**src/rtl/iopp_defines.vh**
```
`ifndef IOPP_DEFINES_VH
`define IOPP_DEFINES_VH
// operator codes
`define IOPP_OP_RD_TIME    16'h95A7
`define IOPP_OP_RD_COUNT   16'h9540
`define IOPP_OP_SET_RUN    16'h9541
`define IOPP_OP_WR_TIME    16'h9549
`define IOPP_OP_IO_CMD     16'h954C
// entry vectors, 12 bits
`define IOPP_EV_RD_TIME    12'h010
`define IOPP_EV_RD_COUNT   12'h020
`define IOPP_EV_SET_RUN    12'h030
`define IOPP_EV_WR_TIME    12'h040
`define IOPP_EV_IO_CMD     12'h050
// widths
`define IOPP_EV_W          12
`define IOPP_WORD_W        52
`define IOPP_CREG_W        19
`define IOPP_NPORT         8
`define IOPP_PORT_W        3
// result status reset value
`define IOPP_STAT_RST      52'h0
`endif

```
**src/rtl/iopp_ctrl.v**
```verilog
// Notes on behaviour
// path control starts only on the universal io command operator
// once started, runs alone until the device operation terminates
// on termination with notify requested, pulse external interrupt
// each decoded operator emits its 12-bit entry vector to micro-module
// condition signals always presented at micro-module address inputs
// operator picks function; internal conditions pick subroutines
// after controller start, data passes through, memory transfers stay controlled
// peripheral controller starts its device only when told, then runs alone
// peripheral controller uses link only for data and result status; code also takes resume requests from it on link_resume_req
// eight link ports with priority arbitration among active ones
// only this block opens a communication with a peripheral controller
// communication suspends while controller works; either side may resume
// instructions arrive over shared path; memory reached through controllers
// micro-module delivers control, data and addresses over its interface
// words sent on 52-bit write bus, received on 52-bit read bus
// 19-bit one-way input carries tag and high 16 bits of C
// stack busses shared; one user at a time
// transfer and memory controllers join stack busses to memory busses
// controller and family status signals routed into this logic
// decode family C and K variant operators and start micro-code
// entry vector 12 bits on the bus that returns sequence counts
// track returned sequence address for error interrupt parameters
`timescale 1ns/1ps
`include "iopp_defines.vh"
`default_nettype none
module iopp_ctrl (
	// clock and reset
	input  wire        clk,
	input  wire        rstn,
	// data processor operator interface
	input  wire        op_valid,
	input  wire        fam_c,
	input  wire        fam_k,
	input  wire        variant,
	input  wire [15:0] op_code,
	input  wire        notify_req,
	// controller status inputs
	input  wire [7:0]  ctl_status,
	// micro-module interface
	input  wire [7:0]  ctl_field_a,
	input  wire [4:0]  ctl_field_b,
	input  wire [11:0] seq_addr_in,
	output wire [11:0] entry_vec,
	output wire        entry_vec_oe,
	output wire [15:0] cond_sig,
	input  wire        uc_done,
	input  wire        uc_error,
	// stack busses
	output wire [51:0] stack_write_bus,
	output wire        stack_write_req,
	input  wire        stack_write_gnt,
	input  wire [51:0] stack_read_bus,
	input  wire        stack_read_gnt,
	input  wire [18:0] creg_tag_hi,
	// memory transfer request
	output wire        mem_req,
	input  wire        mem_ack,
	// message link ports
	output wire [7:0]  link_open,
	input  wire [7:0]  link_resume_req,
	input  wire [7:0]  link_result,
	input  wire [51:0] link_data_in,
	output wire [2:0]  link_sel,
	// interrupt controller
	output wire        ext_irq,
	output wire [11:0] err_seq_addr,
	output wire        err_irq
);
	localparam ST_IDLE = 2'h0;
	localparam ST_RUN  = 2'h1;
	localparam ST_SUSP = 2'h2;
	localparam ST_XFER = 2'h3;

	reg  [1:0]  state_ff,   nxt_state;
	reg  [11:0] ev_ff,      nxt_ev;
	reg         ev_oe_ff,   nxt_ev_oe;
	reg         io_fn_ff,   nxt_io_fn;
	reg         notify_ff,  nxt_notify;
	reg         irq_ff,     nxt_irq;
	reg  [11:0] seq_ff;
	reg  [11:0] err_ff;
	reg         err_irq_ff;
	reg  [7:0]  open_ff,    nxt_open;
	reg  [2:0]  port_ff,    nxt_port;
	reg  [51:0] wr_ff,      nxt_wr;
	reg         wr_req_ff,  nxt_wr_req;
	reg  [51:0] rd_ff;
	reg  [18:0] creg_ff;
	reg  [7:0]  res_s1_ff,  res_s2_ff;
	reg  [7:0]  rsm_s1_ff,  rsm_s2_ff;
	reg  [51:0] ldat_s1_ff, ldat_s2_ff;
	wire        arb_valid;
	wire [2:0]  arb_idx;
	reg  [11:0] dec_ev;
	reg         dec_hit;

	// operator decode to entry vector
	function [12:0] iopp_decode;
		input        fc;
		input        fk;
		input [15:0] code;
		begin
			iopp_decode = 13'h0;
			if (fc && code == `IOPP_OP_RD_TIME) begin
				iopp_decode = {1'b1, `IOPP_EV_RD_TIME};
			end else if (fk && code == `IOPP_OP_RD_COUNT) begin
				iopp_decode = {1'b1, `IOPP_EV_RD_COUNT};
			end else if (fk && code == `IOPP_OP_SET_RUN) begin
				iopp_decode = {1'b1, `IOPP_EV_SET_RUN};
			end else if (fk && code == `IOPP_OP_WR_TIME) begin
				iopp_decode = {1'b1, `IOPP_EV_WR_TIME};
			end else if (fk && code == `IOPP_OP_IO_CMD) begin
				iopp_decode = {1'b1, `IOPP_EV_IO_CMD};
			end
		end
	endfunction

	// variant operator decode
	always @* begin
		{dec_hit, dec_ev} = iopp_decode(fam_c, fam_k, op_code);
		dec_hit = dec_hit & variant & op_valid;
	end

	// link port arbitration
	iopp_link_arb u_arb (
		.clk       (clk),
		.rstn      (rstn),
		.req       ((rsm_s2_ff | res_s2_ff) & open_ff),
		.advance   (state_ff == ST_SUSP),
		.gnt_valid (arb_valid),
		.gnt_idx   (arb_idx)
	);

	// main sequencing
	always @* begin
		nxt_state  = state_ff;
		nxt_ev     = ev_ff;
		nxt_ev_oe  = 1'b0;
		nxt_io_fn  = io_fn_ff;
		nxt_notify = notify_ff;
		nxt_irq    = 1'b0;
		nxt_open   = open_ff;
		nxt_port   = port_ff;
		nxt_wr     = wr_ff;
		nxt_wr_req = wr_req_ff;
		case (state_ff)
			ST_IDLE: begin
				// issue entry vector
				if (dec_hit) begin
					nxt_ev     = dec_ev;
					nxt_ev_oe  = 1'b1;
					nxt_state  = ST_RUN;
					// io path only on command op
					nxt_io_fn  = (dec_ev == `IOPP_EV_IO_CMD);
					nxt_notify = notify_req;
				end
			end
			ST_RUN: begin
				// open link to chosen port
				if (io_fn_ff && ctl_field_b[0]) begin
					nxt_port                = ctl_field_a[2:0];
					nxt_open[ctl_field_a[2:0]] = 1'b1;
				end
				// stack write request
				if (ctl_field_b[1] && !wr_req_ff) begin
					nxt_wr     = rd_ff;
					nxt_wr_req = 1'b1;
				end
				if (io_fn_ff && ctl_field_b[2]) begin
					nxt_state = ST_SUSP;
				end else if (uc_done && !io_fn_ff) begin
					nxt_state = ST_IDLE;
				end
			end
			ST_SUSP: begin
				// resume on peripheral or micro-code
				if (arb_valid) begin
					nxt_port  = arb_idx;
					nxt_state = ST_XFER;
				end else if (ctl_field_b[3]) begin
					nxt_state = ST_XFER;
				end
			end
			ST_XFER: begin
				// pass link data to stack
				if (!wr_req_ff) begin
					nxt_wr     = ldat_s2_ff;
					nxt_wr_req = 1'b1;
				end
				// finish on result status
				if (res_s2_ff[port_ff]) begin
					nxt_open[port_ff] = 1'b0;
					nxt_state         = ST_IDLE;
					nxt_io_fn         = 1'b0;
					// notify interrupt
					nxt_irq           = notify_ff;
				end else if (mem_ack) begin
					nxt_state = ST_SUSP;
				end
			end
			default: nxt_state = ST_IDLE;
		endcase
		// release write bus once granted
		if (wr_req_ff && stack_write_gnt) begin
			nxt_wr_req = 1'b0;
		end
	end

	// state registers
	always @(posedge clk) begin
		if (!rstn) begin
			state_ff  <= ST_IDLE;
			ev_ff     <= 12'h000;
			ev_oe_ff  <= 1'b0;
			io_fn_ff  <= 1'b0;
			notify_ff <= 1'b0;
			irq_ff    <= 1'b0;
			open_ff   <= 8'h00;
			port_ff   <= 3'h0;
			wr_ff     <= `IOPP_STAT_RST;
			wr_req_ff <= 1'b0;
		end else begin
			state_ff  <= nxt_state;
			ev_ff     <= nxt_ev;
			ev_oe_ff  <= nxt_ev_oe;
			io_fn_ff  <= nxt_io_fn;
			notify_ff <= nxt_notify;
			irq_ff    <= nxt_irq;
			open_ff   <= nxt_open;
			port_ff   <= nxt_port;
			wr_ff     <= nxt_wr;
			wr_req_ff <= nxt_wr_req;
		end
	end

	// sequence tracking and error capture
	always @(posedge clk) begin
		if (!rstn) begin
			seq_ff     <= 12'h000;
			err_ff     <= 12'h000;
			err_irq_ff <= 1'b0;
		end else begin
			if (!ev_oe_ff) begin
				seq_ff <= seq_addr_in;
			end
			err_irq_ff <= uc_error;
			if (uc_error) begin
				err_ff <= seq_ff;
			end
		end
	end

	// capture stack data and C register field
	always @(posedge clk) begin
		if (!rstn) begin
			rd_ff   <= 52'h0;
			creg_ff <= 19'h0;
		end else begin
			if (stack_read_gnt) begin
				rd_ff <= stack_read_bus;
			end
			creg_ff <= creg_tag_hi;
		end
	end

	// link input synchronisers
	always @(posedge clk) begin
		if (!rstn) begin
			res_s1_ff  <= 8'h00;
			res_s2_ff  <= 8'h00;
			rsm_s1_ff  <= 8'h00;
			rsm_s2_ff  <= 8'h00;
			ldat_s1_ff <= 52'h0;
			ldat_s2_ff <= 52'h0;
		end else begin
			res_s1_ff  <= link_result;
			res_s2_ff  <= res_s1_ff;
			rsm_s1_ff  <= link_resume_req;
			rsm_s2_ff  <= rsm_s1_ff;
			ldat_s1_ff <= link_data_in;
			ldat_s2_ff <= ldat_s1_ff;
		end
	end

	// condition levels, R06 internal state steers subroutines
	assign cond_sig        = {ctl_status[3:0], creg_ff[18:16], arb_valid,
	                          io_fn_ff, notify_ff, state_ff, open_ff[3:0]};
	// shared vector bus drive
	assign entry_vec       = ev_ff;
	assign entry_vec_oe    = ev_oe_ff;
	assign stack_write_bus = wr_ff;
	assign stack_write_req = wr_req_ff;
	// memory access through controllers
	assign mem_req         = (state_ff == ST_XFER) && !res_s2_ff[port_ff];
	assign link_open       = open_ff;
	assign link_sel        = port_ff;
	assign ext_irq         = irq_ff;
	assign err_seq_addr    = err_ff;
	assign err_irq         = err_irq_ff;
endmodule
`default_nettype wire

```
**src/rtl/iopp_link_arb.v**
```verilog
`timescale 1ns/1ps
`default_nettype none
// round-robin grant among the message link ports
module iopp_link_arb (
	// clock and reset
	input  wire       clk,
	input  wire       rstn,
	// requests and grant
	input  wire [7:0] req,
	input  wire       advance,
	output wire       gnt_valid,
	output wire [2:0] gnt_idx
);
	reg  [2:0] last_ff;
	reg  [2:0] pick;
	reg        found;
	reg  [2:0] cand;
	integer    i;

	// search starting just after the last granted port
	always @* begin
		pick  = 3'h0;
		found = 1'b0;
		cand  = 3'h0;
		for (i = 1; i <= 8; i = i + 1) begin
			cand = last_ff + i[2:0];
			if (!found && req[cand]) begin
				pick  = cand;
				found = 1'b1;
			end
		end
	end

	assign gnt_valid = found;
	assign gnt_idx   = pick;

	// remember the winner once served
	always @(posedge clk) begin
		if (!rstn) begin
			last_ff <= 3'h7;
		end else if (advance && found) begin
			last_ff <= pick;
		end
	end
endmodule
`default_nettype wire

```
**config.mk**
```make
export PLATFORM = sky130hd
export DESIGN_NAME = iopp_ctrl
export DESIGN_NICKNAME = d
export VERILOG_FILES = /design/src/rtl/iopp_ctrl.v /design/src/rtl/iopp_link_arb.v
export VERILOG_INCLUDE_DIRS = /design/src /design/src/rtl
export SDC_FILE = /design/constraint.sdc
export NUM_CORES = 1
export LEC_CHECK = 0
export BUFFER_PORTS_ARGS = -buffer_cell sky130_fd_sc_hd__clkbuf_2
export CAP_MARGIN = 20
export CORE_ASPECT_RATIO = 1.25
export CORE_MARGIN = 8
export CORE_UTILIZATION = 52
export CTS_CLUSTER_DIAMETER = 200
export DETAILED_ROUTE_END_ITERATION = 12
export GPL_ROUTABILITY_DRIVEN = 0
export PLACE_DENSITY = 0.85
export RECOVER_POWER = 50
export SETUP_SLACK_MARGIN = 0.4
export SLEW_MARGIN = 20
export SYNTH_ARGS = -nofsm -noshare
export SYNTH_HDL_FRONTEND = slang
export SYNTH_SLANG_ARGS = --single-unit
```
**constraint.sdc**
```tcl
create_clock -name clk -period 4.1 [get_ports clk]
set_input_delay 1.23 -clock clk [delete_from_list [all_inputs] [get_ports clk]]
set_output_delay 1.23 -clock clk [all_outputs]
set_load 0.02 [all_outputs]
```
### After elaboration in Yosys (flattened, before gate mapping)

Index checks and enable logic that the tools add are counted.

| word-level totals | value |
|---|---|
| register bits | 317 |
| word-level logic and storage cells | 178 |

| operators by class | value |
|---|---|
| $add $sub $neg | 7 |
| magnitude comparators | 12 |
| equal/unequal tests | 18 |
| muxes and demuxes | 66 |
| bitwise operators | 8 |
| reduce and logical (&&, ||, !) cells | 45 |

Operators by type and width:

| operator | number |
|---|---|
| $mux 52 | 2 |
| $pmux 52 s2 | 1 |
| $eq 16x16->1 const B | 5 |
| $mux 13 | 5 |
| $lt 3x4->1 const B | 10 |
| $mux 3 | 10 |
| $bmux 1 s3 | 9 |
| $mux 1 | 23 |
| $logic_and 1x1->1 | 21 |
| $and 8x8->8 | 2 |
| $mux 8 | 2 |
| $or 8x8->8 | 2 |
| $pmux 8 s2 | 1 |
| $reduce_and 3->1 | 5 |
| $mux 2 | 7 |
| $add 3x3->3 const B | 4 |
| $eq 12x7->1 const B | 1 |
| $logic_not 1->1 | 10 |
| $ne 2x2->1 const B | 5 |
| $not 8->8 | 1 |
| $pmux 2 s4 | 1 |
| $add 3x2->3 const B | 2 |
| $demux 1 s3 | 2 |
| $ge 3x1->1 const B | 2 |
| 15 further kinds | 23 |

### Logic depth before layout (Yosys ltp)

Gate-level depths: netlist (run 1).

| logic depth | value |
|---|---|
| word-level depth | 28 |
| mapped depth | 12 |
| mapped depth without buffers | 9 |

### Modules after synthesis

From an unflattened synthesis (run 1), not the netlist that was laid out.

| second synthesis, totals | value |
|---|---|
| cell total of the unflattened synthesis | 1087 |
| area, all modules | 11149.4 um2 |

By module, submodules not included:

| module | instances | cells an instance | area an instance (um2) | sequential area each (um2) |
|---|---|---|---|---|
| iopp_ctrl | 1 | 962 | 10166.0 | 5785.5 |
| iopp_link_arb | 1 | 125 | 983.4 | 60.1 |

### Worst setup path before layout (run 1)

OpenSTA, ideal clock, no wires.

| timing path | value |
|---|---|
| kind | flip-flop to output port |
| start | register u_arb.last_ff[1] |
| end | output port cond_sig[8] |
| data arrival time | 2.651 ns |
| setup slack | 0.219 ns |
| cell stages (with the launch flop) | 12 |
| path buffers | 3 |
| cell sequence | dfxtp_1 clkbuf_1 inv_2 ha_1 buf_2 mux4_2 or3_4 a211oi_4 nand3_1 nor2_1 inv_1 buf_4 |

| on the way | value |
|---|---|
| word-level cells in the longest chain between the ends | 25 |

Ends and longest elaborated chain:

| item | RTL line | source |
|---|---|---|
| from (decl) | iopp_link_arb.v:14 | `reg [2:0] last_ff;` |
| from (signal assigned) | iopp_link_arb.v:42 | `last_ff <= pick;` |
| $add 3x1->3 | iopp_link_arb.v:26 | `cand = last_ff + i[2:0];` |
| $bmux 1 s3 | iopp_link_arb.v:27 | `if (!found && req[cand]) begin` |
| $mux 1 (implied by the code) | iopp_link_arb.v:27 |  |
| $mux 1 | iopp_link_arb.v:27 |  |
| $logic_not 1->1 | iopp_link_arb.v:27 |  |
| $logic_and 1x1->1 | iopp_link_arb.v:27 |  |
| $mux 1 | iopp_link_arb.v:27 |  |
| $logic_not 1->1 | iopp_link_arb.v:27 |  |
| [9 not listed] | - |  |
| $logic_and 1x1->1 | iopp_link_arb.v:27 |  |
| $mux 1 | iopp_link_arb.v:27 |  |
| $logic_not 1->1 | iopp_link_arb.v:27 |  |
| $logic_and 1x1->1 | iopp_link_arb.v:27 |  |
| $mux 1 | iopp_link_arb.v:27 |  |
| $logic_not 1->1 | iopp_link_arb.v:27 |  |
| $logic_and 1x1->1 | iopp_link_arb.v:27 |  |
| $mux 1 * | iopp_link_arb.v:27 |  |
| to (decl) | iopp_ctrl.v:46 | `output wire [15:0] cond_sig,` |

Every way passes the cells marked *; elsewhere a longest branch is shown, timed or not. The select of a mux whose other input is x is not followed.

### Worst setup path in the final report (run 1)

Ends and elaborated chain as after synthesis.

==> results.cfg, run 1 <==
[status]
outcome = finished, violations left
violations = capacitance limit, slew limit, setup timing

[sta]
finalCritPeriodShare = 1.02
max_freq_ghz = 0.238
slew_headroom = -0.102
setup_viol = 1
post-route-min-period_ns = 4.20
tightest_slew_ns = 1.65
finClkSkew_ns = 0.0101
slew_violations = 51
setup_slack_ns = -0.0957
report.final.hold_viol_count = 0
rsz0062_at_grt = true

[setup_path]
start_kind = flip-flop
rr_worst_depth = 10
reg2reg_to = link_sel[1]$_SDFFE_PN0P_
r2r_start = u_arb.last_ff[1]$_SDFFE_PN1P_
cpPeakStageDelay_ns = 0.56
crit_arrival_ns = 2.97
critPathCaptureType = primary output
path_max_fanout = 5
cp_top_family = simple AND/OR/NAND/NOR gates
crit_chain = ha_4, xor2_4, mux4_2, or3_4, a211oi_4, nand3_2, nor2_1, inv_1, buf_6
path_class = flip-flop to primary output
reg2reg_setup_slack_ns = 1.07
cp.required_ns = 2.87
cpMaxStageDelayCell = mux4_2
cp_num_buf_inv = 2

[cells_and_area]
seq_area_um2 = 5850
area_delta_synth_final_pct = 21.9
final_nets = 1531
stdcell_count = 1624
multi_input_area_um2 = 4970
fillers = 1687
drive_above_1_share = 0.259
final_cell_area_um2 = 13700
utilization = 0.641
final_common_cell = dfxtp_1
final_cell_mix = dfxtp_1, clkbuf_2, nor2_1

[grt]
busiest_layer = met2
met2_usage = 0.379
grtUsageTotal = 0.207
use_met1 = 0.218
grt_pass1_vias = 9217
grt_max_degree = 105
met3_usage = 0.0427
grt-ovfl-total = 0
grt_pass1_wl_um = 45600
antenna_found_initial = 2

[floorplanning]
initial_core_util = 0.526
fp-row-count = 60
dieArea_um2 = 26500
ios = 308
die_w_um = 147
die_h_um = 180
core_region_area_um2 = 21300

[clock_tree]
path_clk_slew_ns = 0.07
insertion_delay_ns = 0.53
root_buffer = clkbuf_16
cts_tree = built
numCtsBuffers = 27
cts_sinks = 292
cts_hold_buf = 0
clockBufferDepth = 3
htreeDepth = 1

[hold_path]
holdPathEnd = ldat_s2_ff[30]$_SDFF_PN0_
hold_path_class = flip-flop to flip-flop
hold_depth = 1
hp-start = ldat_s1_ff[30]$_SDFF_PN0_

[route]
wl_um = 28200
drt-wirelength-per-cell_um = 17.3
drt_iter0_markers = 385
viasPerCell = 5.37
route.antenna.remaining_nets = 0
vias = 8716
drc_errors = 0
dr.pass1.iters = 5

[synth]
synth_cell_types = 62
yosys_warnings = 0
synthFlopType = dfxtp_1
syn-cell-area_um2 = 11200
synthArstFlopShare = 0
ys_ff_latch = 292
avgSynthCellArea_um2 = 10.3
synth_edf_count = 0
postSynthCellCount = 1091
yosysSeqAreaShare = 0.522

[place]
post-place-ws_ns = 0.298
dp.cells = 1565
portBuffers = 264
place_area_um2 = 12600
hpwlAfterDp_um = 19800

[power]
finalPower_uw = 5900
comb_power_share = 0.051
p_sw_frac = 0.213
internal-power_uw = 4640
leakage_uw = 0.00571
power_frac_seq = 0.505
peakVddDrop_mv = 0.489
power_density_nw_per_um2 = 431
p_clk_frac = 0.443
power_switching_uw = 1250

[flow_run]
drv_cap = 1
## sequential cells by signal, indices dropped and copies added (netlist names), 2 cells and up
name and cells:
creg_ff 3, entry_vec 3, err_seq_addr 12, ldat_s1_ff 52, ldat_s2_ff 52, link_open 8
link_sel 3, rd_ff 52, res_s1_ff 8, res_s2_ff 8, rsm_s1_ff 8, rsm_s2_ff 8
seq_ff 12, stack_write_bus 52, state_ff 2, u_arb.last_ff 3
## repair_timing
action | CTS | global route
buffers inserted | 6 | 3
endpoints found under the setup margin | 1 | 1
pin swaps | 3 | 5
resized for setup | 5 | 4
## layer usage
layer	vias to the layer above	part of all wire
met5	-	0
met4	0	0.046
met3	97	0.059
met2	295	0.51
met1	4125	0.38
li1	4199	-
## through the flow
| stage | hold WS (ns) | TNS, ns |
|---|---|---|
| floorplan | 0.412 | 0 |
| global placement | 0.413 | 0 |
| detailed placement | 0.418 | 0 |
| CTS | 0.432 | -0.121 |
| global route | 0.437 | -0.521 |
| finish | 0.430 | -0.0957 |
## power by group through the flow
stage	clock network, µW	logic, µW	registers, µW
2_1_floorplan	0	184	3040
5_1_grt	2780	337	2990
3_5_place_dp	0	306	3040
6_report	2610	303	2980
4_1_cts	2660	309	2980
3_3_place_gp	0	296	3040
## cells in the mapped netlist (2+ instances only)
cell type	n	area, µm²
o21ai_0	34	170
nor2_1	152	571
a211oi_1	60	450
or3_1	2	12.5
xor2_1	2	17.5
and4_1	2	17.5
mux4_2	11	248
nand4_1	2	12.5
nor3_1	9	45.0
buf_1	8	30.0
nor3b_1	4	30.0
o22ai_1	2	12.5
mux4_1	4	105
o211ai_1	5	37.5
nand3b_1	3	22.5
a31oi_1	8	50.1
a21oi_1	25	125
mux2_2	2	22.5
o21a_1	8	60.1
buf_2	3	15.0
and2_1	141	882
o31ai_1	3	22.5
nand3_1	7	35.0
inv_1	14	52.6
nand2_1	18	67.6
dfxtp_1	292	5850
nand2b_1	6	37.5
or2_2	2	12.5
mux2i_1	145	1450
clkbuf_1	57	214
or3_4	2	22.5
buf_4	20	150
ha_1	7	87.6
inv_2	3	11.3
## area by class of cell
cell class	count	area share
clock inverters	15	0.0162
repair buffers	285	0.108
multi-input cells	701	0.364
inverters	17	0.00504
diodes	2	0.000366
flip-flops and latches	292	0.428
clock buffers	33	0.0518
well taps	279	0.0255
## kinds of logic after synthesis
group	after synthesis	share of synthesized area
adder cells (fa/ha/maj)	7	0.00782
AO/OA/AOI/OAI	160	0.0955
multiplexers	162	0.163
AND/OR/NAND/NOR	359	0.165
buffers and inverters	106	0.0432
flip-flops	292	0.522
other	1	0.000335
XOR/XNOR	4	0.00380
## how the worst max path moves through the flow
stage | start | cells past startpoint | slack, ns | endpoint
3_3_place_gp | u_arb.last_ff[1]$_SDFFE_PN1P_ | 9 | 0.34 | cond_sig[8]
6_report | u_arb.last_ff[1]$_SDFFE_PN1P_ | 9 | -0.1 | cond_sig[8]
4_1_cts | u_arb.last_ff[1]$_SDFFE_PN1P_ | 9 | -0.12 | cond_sig[8]
3_5_place_dp | u_arb.last_ff[1]$_SDFFE_PN1P_ | 10 | 0.30 | cond_sig[8]
5_1_grt | u_arb.last_ff[1]$_SDFFE_PN1P_ | 9 | -0.20 | cond_sig[8]
2_1_floorplan | u_arb.last_ff[0]$_SDFFE_PN1P_ | 11 | 0.40 | cond_sig[8]
(Power assumes the default switching activity.)
==> run 2, diff against run 1 <==
--- a/config.mk
+++ b/config.mk
@@ -10,11 +10,11 @@
 export CAP_MARGIN = 20
 export CORE_ASPECT_RATIO = 1.25
 export CORE_MARGIN = 8
-export CORE_UTILIZATION = 52
+export CORE_UTILIZATION = 45
 export CTS_CLUSTER_DIAMETER = 200
 export DETAILED_ROUTE_END_ITERATION = 12
 export GPL_ROUTABILITY_DRIVEN = 0
-export PLACE_DENSITY = 0.85
+export PLACE_DENSITY = 0.76
 export RECOVER_POWER = 50
 export SETUP_SLACK_MARGIN = 0.4
 export SLEW_MARGIN = 20
==> constraint.sdc (replaced) <==
create_clock -name clk -period 5.3 [get_ports clk]
set_input_delay 1.59 -clock clk [delete_from_list [all_inputs] [get_ports clk]]
set_output_delay 1.59 -clock clk [all_outputs]
set_load 0.02 [all_outputs]
==> run 2 against run 1 <==
The flow finishes with violations (capacitance limit, slew limit). Register-to-register slack better by 1.1 ns. Flip-flop and latch count is the same. Sequential share of layout area is 0.30 points higher. First-iteration DRC count shrank 12%. Sequential power decreased by 23%. Combinational power down 23%. Highest routed layer unchanged. Setup slack gained 0.70 ns. Routed wire length shrank 3.5%. Clock skew is 0.0010 ns higher. Clock-buffer cell count grew 2. Critical path depth unchanged.
==> results.cfg, run 2 (synthesis results as in run 1) <==
[sta]
report.final.hold_viol_count = 0
rsz0062_at_grt = false
tightest_slew_ns = 2.30
fin_setup_tns_ns = 0
finClkSkew_ns = 0.0111
hold_slack_ns = 0.429
slew_headroom = -0.532
max_freq_ghz = 0.213
post-route-min-period_ns = 4.70
setup_viol = 0
finalCritPeriodShare = 0.887
slew_violations = 62

[power]
finalPower_uw = 4400
power_density_nw_per_um2 = 324
peakVddDrop_mv = 0.299
leakage_uw = 0.00568

[clock_tree]
cts_tree = built
htreeDepth = 1
insertion_delay_ns = 0.53
cts_sinks = 292
numCtsBuffers = 28
root_buffer = clkbuf_16
path_clk_slew_ns = 0.06
clockBufferDepth = 3

[floorplanning]
fp-row-count = 64
die_w_um = 157
ios = 308
initial_core_util = 0.457
core_region_area_um2 = 24500
die_h_um = 192
dieArea_um2 = 30200

[place]
dp.cells = 1611
hpwlAfterDp_um = 19400
portBuffers = 264
place_area_um2 = 12600

[grt]
antenna_found_initial = 1
grt-ovfl-total = 0
grt_pass1_wl_um = 43000
grt_max_degree = 106
grt_pass1_vias = 8518
grtUsageTotal = 0.175

[status]
outcome = finished, violations left
violations = capacitance limit, slew limit

[hold_path]
hold_path_class = flip-flop to flip-flop

[cells_and_area]
area_delta_synth_final_pct = 21.0
final_cell_mix = dfxtp_1, clkbuf_2, nor2_1
final_cell_area_um2 = 13600
stdcell_count = 1664
final_common_cell = dfxtp_1
fillers = 2186
drive_above_1_share = 0.260
final_nets = 1521

[route]
viasPerCell = 5.03
wl_um = 27200
dr.pass1.iters = 4
drt_iter0_markers = 338
vias = 8378
drt-wirelength-per-cell_um = 16.3
route.antenna.remaining_nets = 0
drc_errors = 0

[setup_path]
path_max_fanout = 8
cp_num_buf_inv = 2
start_kind = flip-flop
cp.required_ns = 3.71
critPathCaptureType = primary output
cpPeakStageDelay_ns = 0.58
cpMaxStageDelayCell = mux4_2
crit_arrival_ns = 3.11
crit_chain = ha_4, xnor2_1, mux4_2, or3b_2, nand2_1, nand3_1, nor2_1, inv_1, clkbuf_2
path_class = flip-flop to primary output
cp_top_family = simple AND/OR/NAND/NOR gates

[flow_run]
drv_cap = 1
-- run 2: changes by cell type in the layout (fill, tap and decap cells not counted), sizes merged --
cell,change
buf,-13
bufinv,-4
clkbuf,+4
clkinv,+6
diode,-1
inv,-3
-- run 2: per-layer routing --
metal / share of wire / wire length (µm) / track usage
met1: 0.39 / 10600 / 0.194
met2: 0.51 / 14000 / 0.319
met3: 0.066 / 1790 / 0.0390
met4: 0.029 / 794 / 0.0671
met5: 0 / 0 / 0
-- run 2: path summary, 6_finish.rpt --
path                                                    start                        end  slack (ns)  cells after the start
worst max-delay path            u_arb.last_ff[1]$_SDFFE_PN1P_                cond_sig[8]        0.60                      9
worst max register to register  u_arb.last_ff[2]$_SDFFE_PN1P_   link_sel[0]$_SDFFE_PN0P_        2.19                      9
worst min-delay path                ldat_s1_ff[11]$_SDFF_PN0_  ldat_s2_ff[11]$_SDFF_PN0_        0.43                      1
worst min register to register      ldat_s1_ff[11]$_SDFF_PN0_  ldat_s2_ff[11]$_SDFF_PN0_        0.43                      1
-- run 2: cell type report --
class                           instances  area (µm²)  share of cell area
Clock inverter                         14         116             0.00858
Timing Repair Buffer                  274        1410               0.104
Sequential cell                       292        5850               0.431
Multi-Input combinational cell        701        4950               0.365
Clock buffer                           35         757              0.0558
Tap cell                              330         413              0.0304
Inverter                               17        66.3             0.00489
Antenna cell                            1        2.50            0.000185
-- run 2: stage by stage --
stage,util,worst slack [ns]
floorplan,-,1.06
global placement,0.516,0.666
detailed placement,0.516,0.577
CTS,0.553,0.549
global route,0.554,0.330
finish,0.554,0.602
-- run 2: power by group --
| group | switching, µW | internal [µW] |
|---|---|---|
| clock network | 801 | 1060 |
| registers | 27.8 | 2280 |
| logic | 119 | 114 |
| total | 948 | 3450 |
-- run 2: worst register-to-register path, cell delays in order (launching register included) --
cell and delay [ns]:
dfxtp_2 0.60, xor2_2 0.25, mux4_2 0.56, or3_4 0.42
a211oi_4 0.27, buf_4 0.18, nand4_1 0.17, o211ai_1 0.20
o2111ai_1 0.22, a21oi_1 0.17
-- run 2: repair_timing --
| action | 4_1_cts | 5_1_grt |
|---|---|---|
| gates cloned | 0 | 0 |
| hold buffers | 0 | 0 |
| gates resized for setup | 6 | 2 |
| pin swaps | 1 | 0 |
| endpoints found under the setup margin | 1 | 1 |
| setup buffers | 1 | 2 |
==> run 3, diff against run 2 <==
--- a/config.mk
+++ b/config.mk
@@ -8,7 +8,6 @@
 export LEC_CHECK = 0
 export BUFFER_PORTS_ARGS = -buffer_cell sky130_fd_sc_hd__clkbuf_2
 export CAP_MARGIN = 20
-export CORE_ASPECT_RATIO = 1.25
 export CORE_MARGIN = 8
 export CORE_UTILIZATION = 45
 export CTS_CLUSTER_DIAMETER = 200
==> run 3 against run 2 <==
The run still ends with capacitance limit, slew limit left. First-iteration DRC count increased by 56%. Clock skew decreased by 0.00060 ns. Clock power increased by 20%. Flip-flop and latch count unchanged. Non-clock buffer count increased by 5. Global-route usage about the same. Clock-buffer cell count increased by 10. Via count increased by 0.31%. Routed wire length increased by 1.7%. Utilization increased by 1.3 points. Largest cell class unchanged. Critical path depth unchanged. Highest routed layer is now met5. Die area decreased by 0.11%.
==> results.cfg, run 3 (synthesis results as in run 1) <==
[hold_path]
holdPathEnd = ldat_s2_ff[19]$_SDFF_PN0_
hp-start = ldat_s1_ff[19]$_SDFF_PN0_
hold_depth = 1
hold_path_class = flip-flop to flip-flop

[cells_and_area]
final_cell_mix = dfxtp_1, clkbuf_2, nor2_1
area_delta_synth_final_pct = 23.3
final_common_cell = dfxtp_1
final_nets = 1528
drive_above_1_share = 0.266
fillers = 2104

[clock_tree]
htreeDepth = 1
clockBufferDepth = 3
root_buffer = clkbuf_16
insertion_delay_ns = 0.56
path_clk_slew_ns = 0.06
numCtsBuffers = 30
cts_sinks = 292
cts_tree = built

[power]
power_density_nw_per_um2 = 346
power_switching_uw = 1000
peakVddDrop_mv = 0.261
leakage_uw = 0.00580
finalPower_uw = 4780
power_frac_seq = 0.482
p_sw_frac = 0.210
internal-power_uw = 3780
p_clk_frac = 0.469
comb_power_share = 0.049

[status]
outcome = finished, violations left
violations = capacitance limit, slew limit

[floorplanning]
fp-row-count = 57
die_w_um = 174
core_region_area_um2 = 24400
initial_core_util = 0.459
die_h_um = 174
ios = 308
dieArea_um2 = 30200

[grt]
grt_pass1_vias = 8481
grtUsageTotal = 0.175
grt-ovfl-total = 0
grt_max_degree = 82
grt_pass1_wl_um = 44300
antenna_found_initial = 2

[route]
wl_met3_um = 2090
dr_wl_met2_um = 13400
drt-met1-wl_um = 11500
dr.pass1.iters = 5
drt-wirelength-per-cell_um = 16.6
route.antenna.remaining_nets = 0
viasPerCell = 5.04
top_layer = met5
wl_um = 27600
drt_iter0_markers = 527
vias = 8404
drc_errors = 0

[sta]
setup_viol = 0
finClkSkew_ns = 0.0105
post-route-min-period_ns = 4.72
slew_headroom = -0.735
rsz0062_at_grt = false
hold_slack_ns = 0.430
report.final.hold_viol_count = 0
tightest_slew_ns = 2.60
max_freq_ghz = 0.212
slew_violations = 74
finalCritPeriodShare = 0.891
fin_setup_tns_ns = 0

[setup_path]
reg2reg_setup_slack_ns = 2.18
cp.required_ns = 3.71
start_kind = flip-flop
path_class = flip-flop to primary output
cpPeakStageDelay_ns = 0.56
crit_chain = ha_4, xor2_2, mux4_2, or3_4, a211oi_4, nand3_2, nor2_1, inv_1, clkbuf_2
r2r_start = u_arb.last_ff[1]$_SDFFE_PN1P_
crit_arrival_ns = 3.13
path_max_fanout = 8
cp_num_buf_inv = 2
critPathCaptureType = primary output
cp_top_family = simple AND/OR/NAND/NOR gates
rr_worst_depth = 9
reg2reg_to = u_arb.last_ff[0]$_SDFFE_PN1P_
cpMaxStageDelayCell = mux4_2

[place]
portBuffers = 264
hpwlAfterDp_um = 19200

[flow_run]
drv_cap = 1
## run 3: cell count changes in the layout (fill, tap and decap cells not counted), moves of 4 or more
cell | before | now
clkinv_2 | 9 | 3
bufinv_16 | 1 | 5
buf_4 | 9 | 14
and2_0 | 29 | 53
and2_1 | 112 | 88
clkbuf_8 | 3 | 7
## run 3: worst max path at each step
| stage | start | endpoint | slack, ns | cells past startpoint |
|---|---|---|---|---|
| detailed placement | u_arb.last_ff[1]$_SDFFE_PN1P_ | cond_sig[8] | 0.52 | 10 |
| global placement | u_arb.last_ff[1]$_SDFFE_PN1P_ | cond_sig[8] | 0.64 | 10 |
| finish | u_arb.last_ff[1]$_SDFFE_PN1P_ | cond_sig[8] | 0.58 | 9 |
| global route | rstn | stack_write_bus[12]$_SDFFE_PN0P_ | 0.27 | 4 |
| floorplan | u_arb.last_ff[1]$_SDFFE_PN1P_ | cond_sig[8] | 1.06 | 11 |
| CTS | u_arb.last_ff[0]$_SDFFE_PN1P_ | cond_sig[8] | 0.41 | 9 |
## run 3: worst reg2reg max path, delay by kind of cell, from the launching register on
kind / cells / cell delay, ns
AO/OA/AOI/OAI: 2 / 0.63
multiplexers: 1 / 0.56
adder cells (fa/ha/maj): 1 / 0.21
buffers and inverters: 1 / 0.19
XOR/XNOR: 1 / 0.22
AND/OR/NAND/NOR: 3 / 0.74
flip-flops: 1 / 0.42
## run 3: timing repair
action	CTS	global route
setup endpoints to repair	1	1
gates resized for setup	4	6
hold buffers	0	0
pin swaps	1	1
buffers inserted	1	6
## run 3: metal layers
metal / vias to the layer above / track usage
met5: - / 0
li1: 4175 / -
met3: 44 / 0.0497
met1: 3882 / 0.210
met4: 2 / 0.0520
met2: 301 / 0.299
## run 3: layout make-up
type / count / area [µm²] / area share
Sequential cell: 292 / 5850 / 0.424
Multi-Input combinational cell: 701 / 4960 / 0.359
Inverter: 17 / 66.3 / 0.00480
Antenna cell: 1 / 2.50 / 0.000181
Timing Repair Buffer: 279 / 1450 / 0.105
Tap cell: 324 / 405 / 0.0293
Clock inverter: 10 / 204 / 0.0148
Clock buffer: 45 / 877 / 0.0635
## run 3: power groups by stage
stage / Sequential, µW / Combinational, µW / Clock, µW
after floorplan: 2350 / 142 / 0
after global placement: 2350 / 233 / 0
after detailed placement: 2350 / 237 / 0
after CTS: 2310 / 239 / 2300
after global routing: 2310 / 261 / 2400
final: 2310 / 234 / 2240
## run 3: metrics by stage
stage,utilization,cell area [µm²],worst slack (ns),cells
floorplan,-,11200,1.06,1099
global placement,0.518,12600,0.636,1606
detailed placement,0.518,12600,0.521,1606
CTS,0.564,13700,0.413,1662
global route,0.566,13800,0.270,1669
finish,0.566,13800,0.576,1669
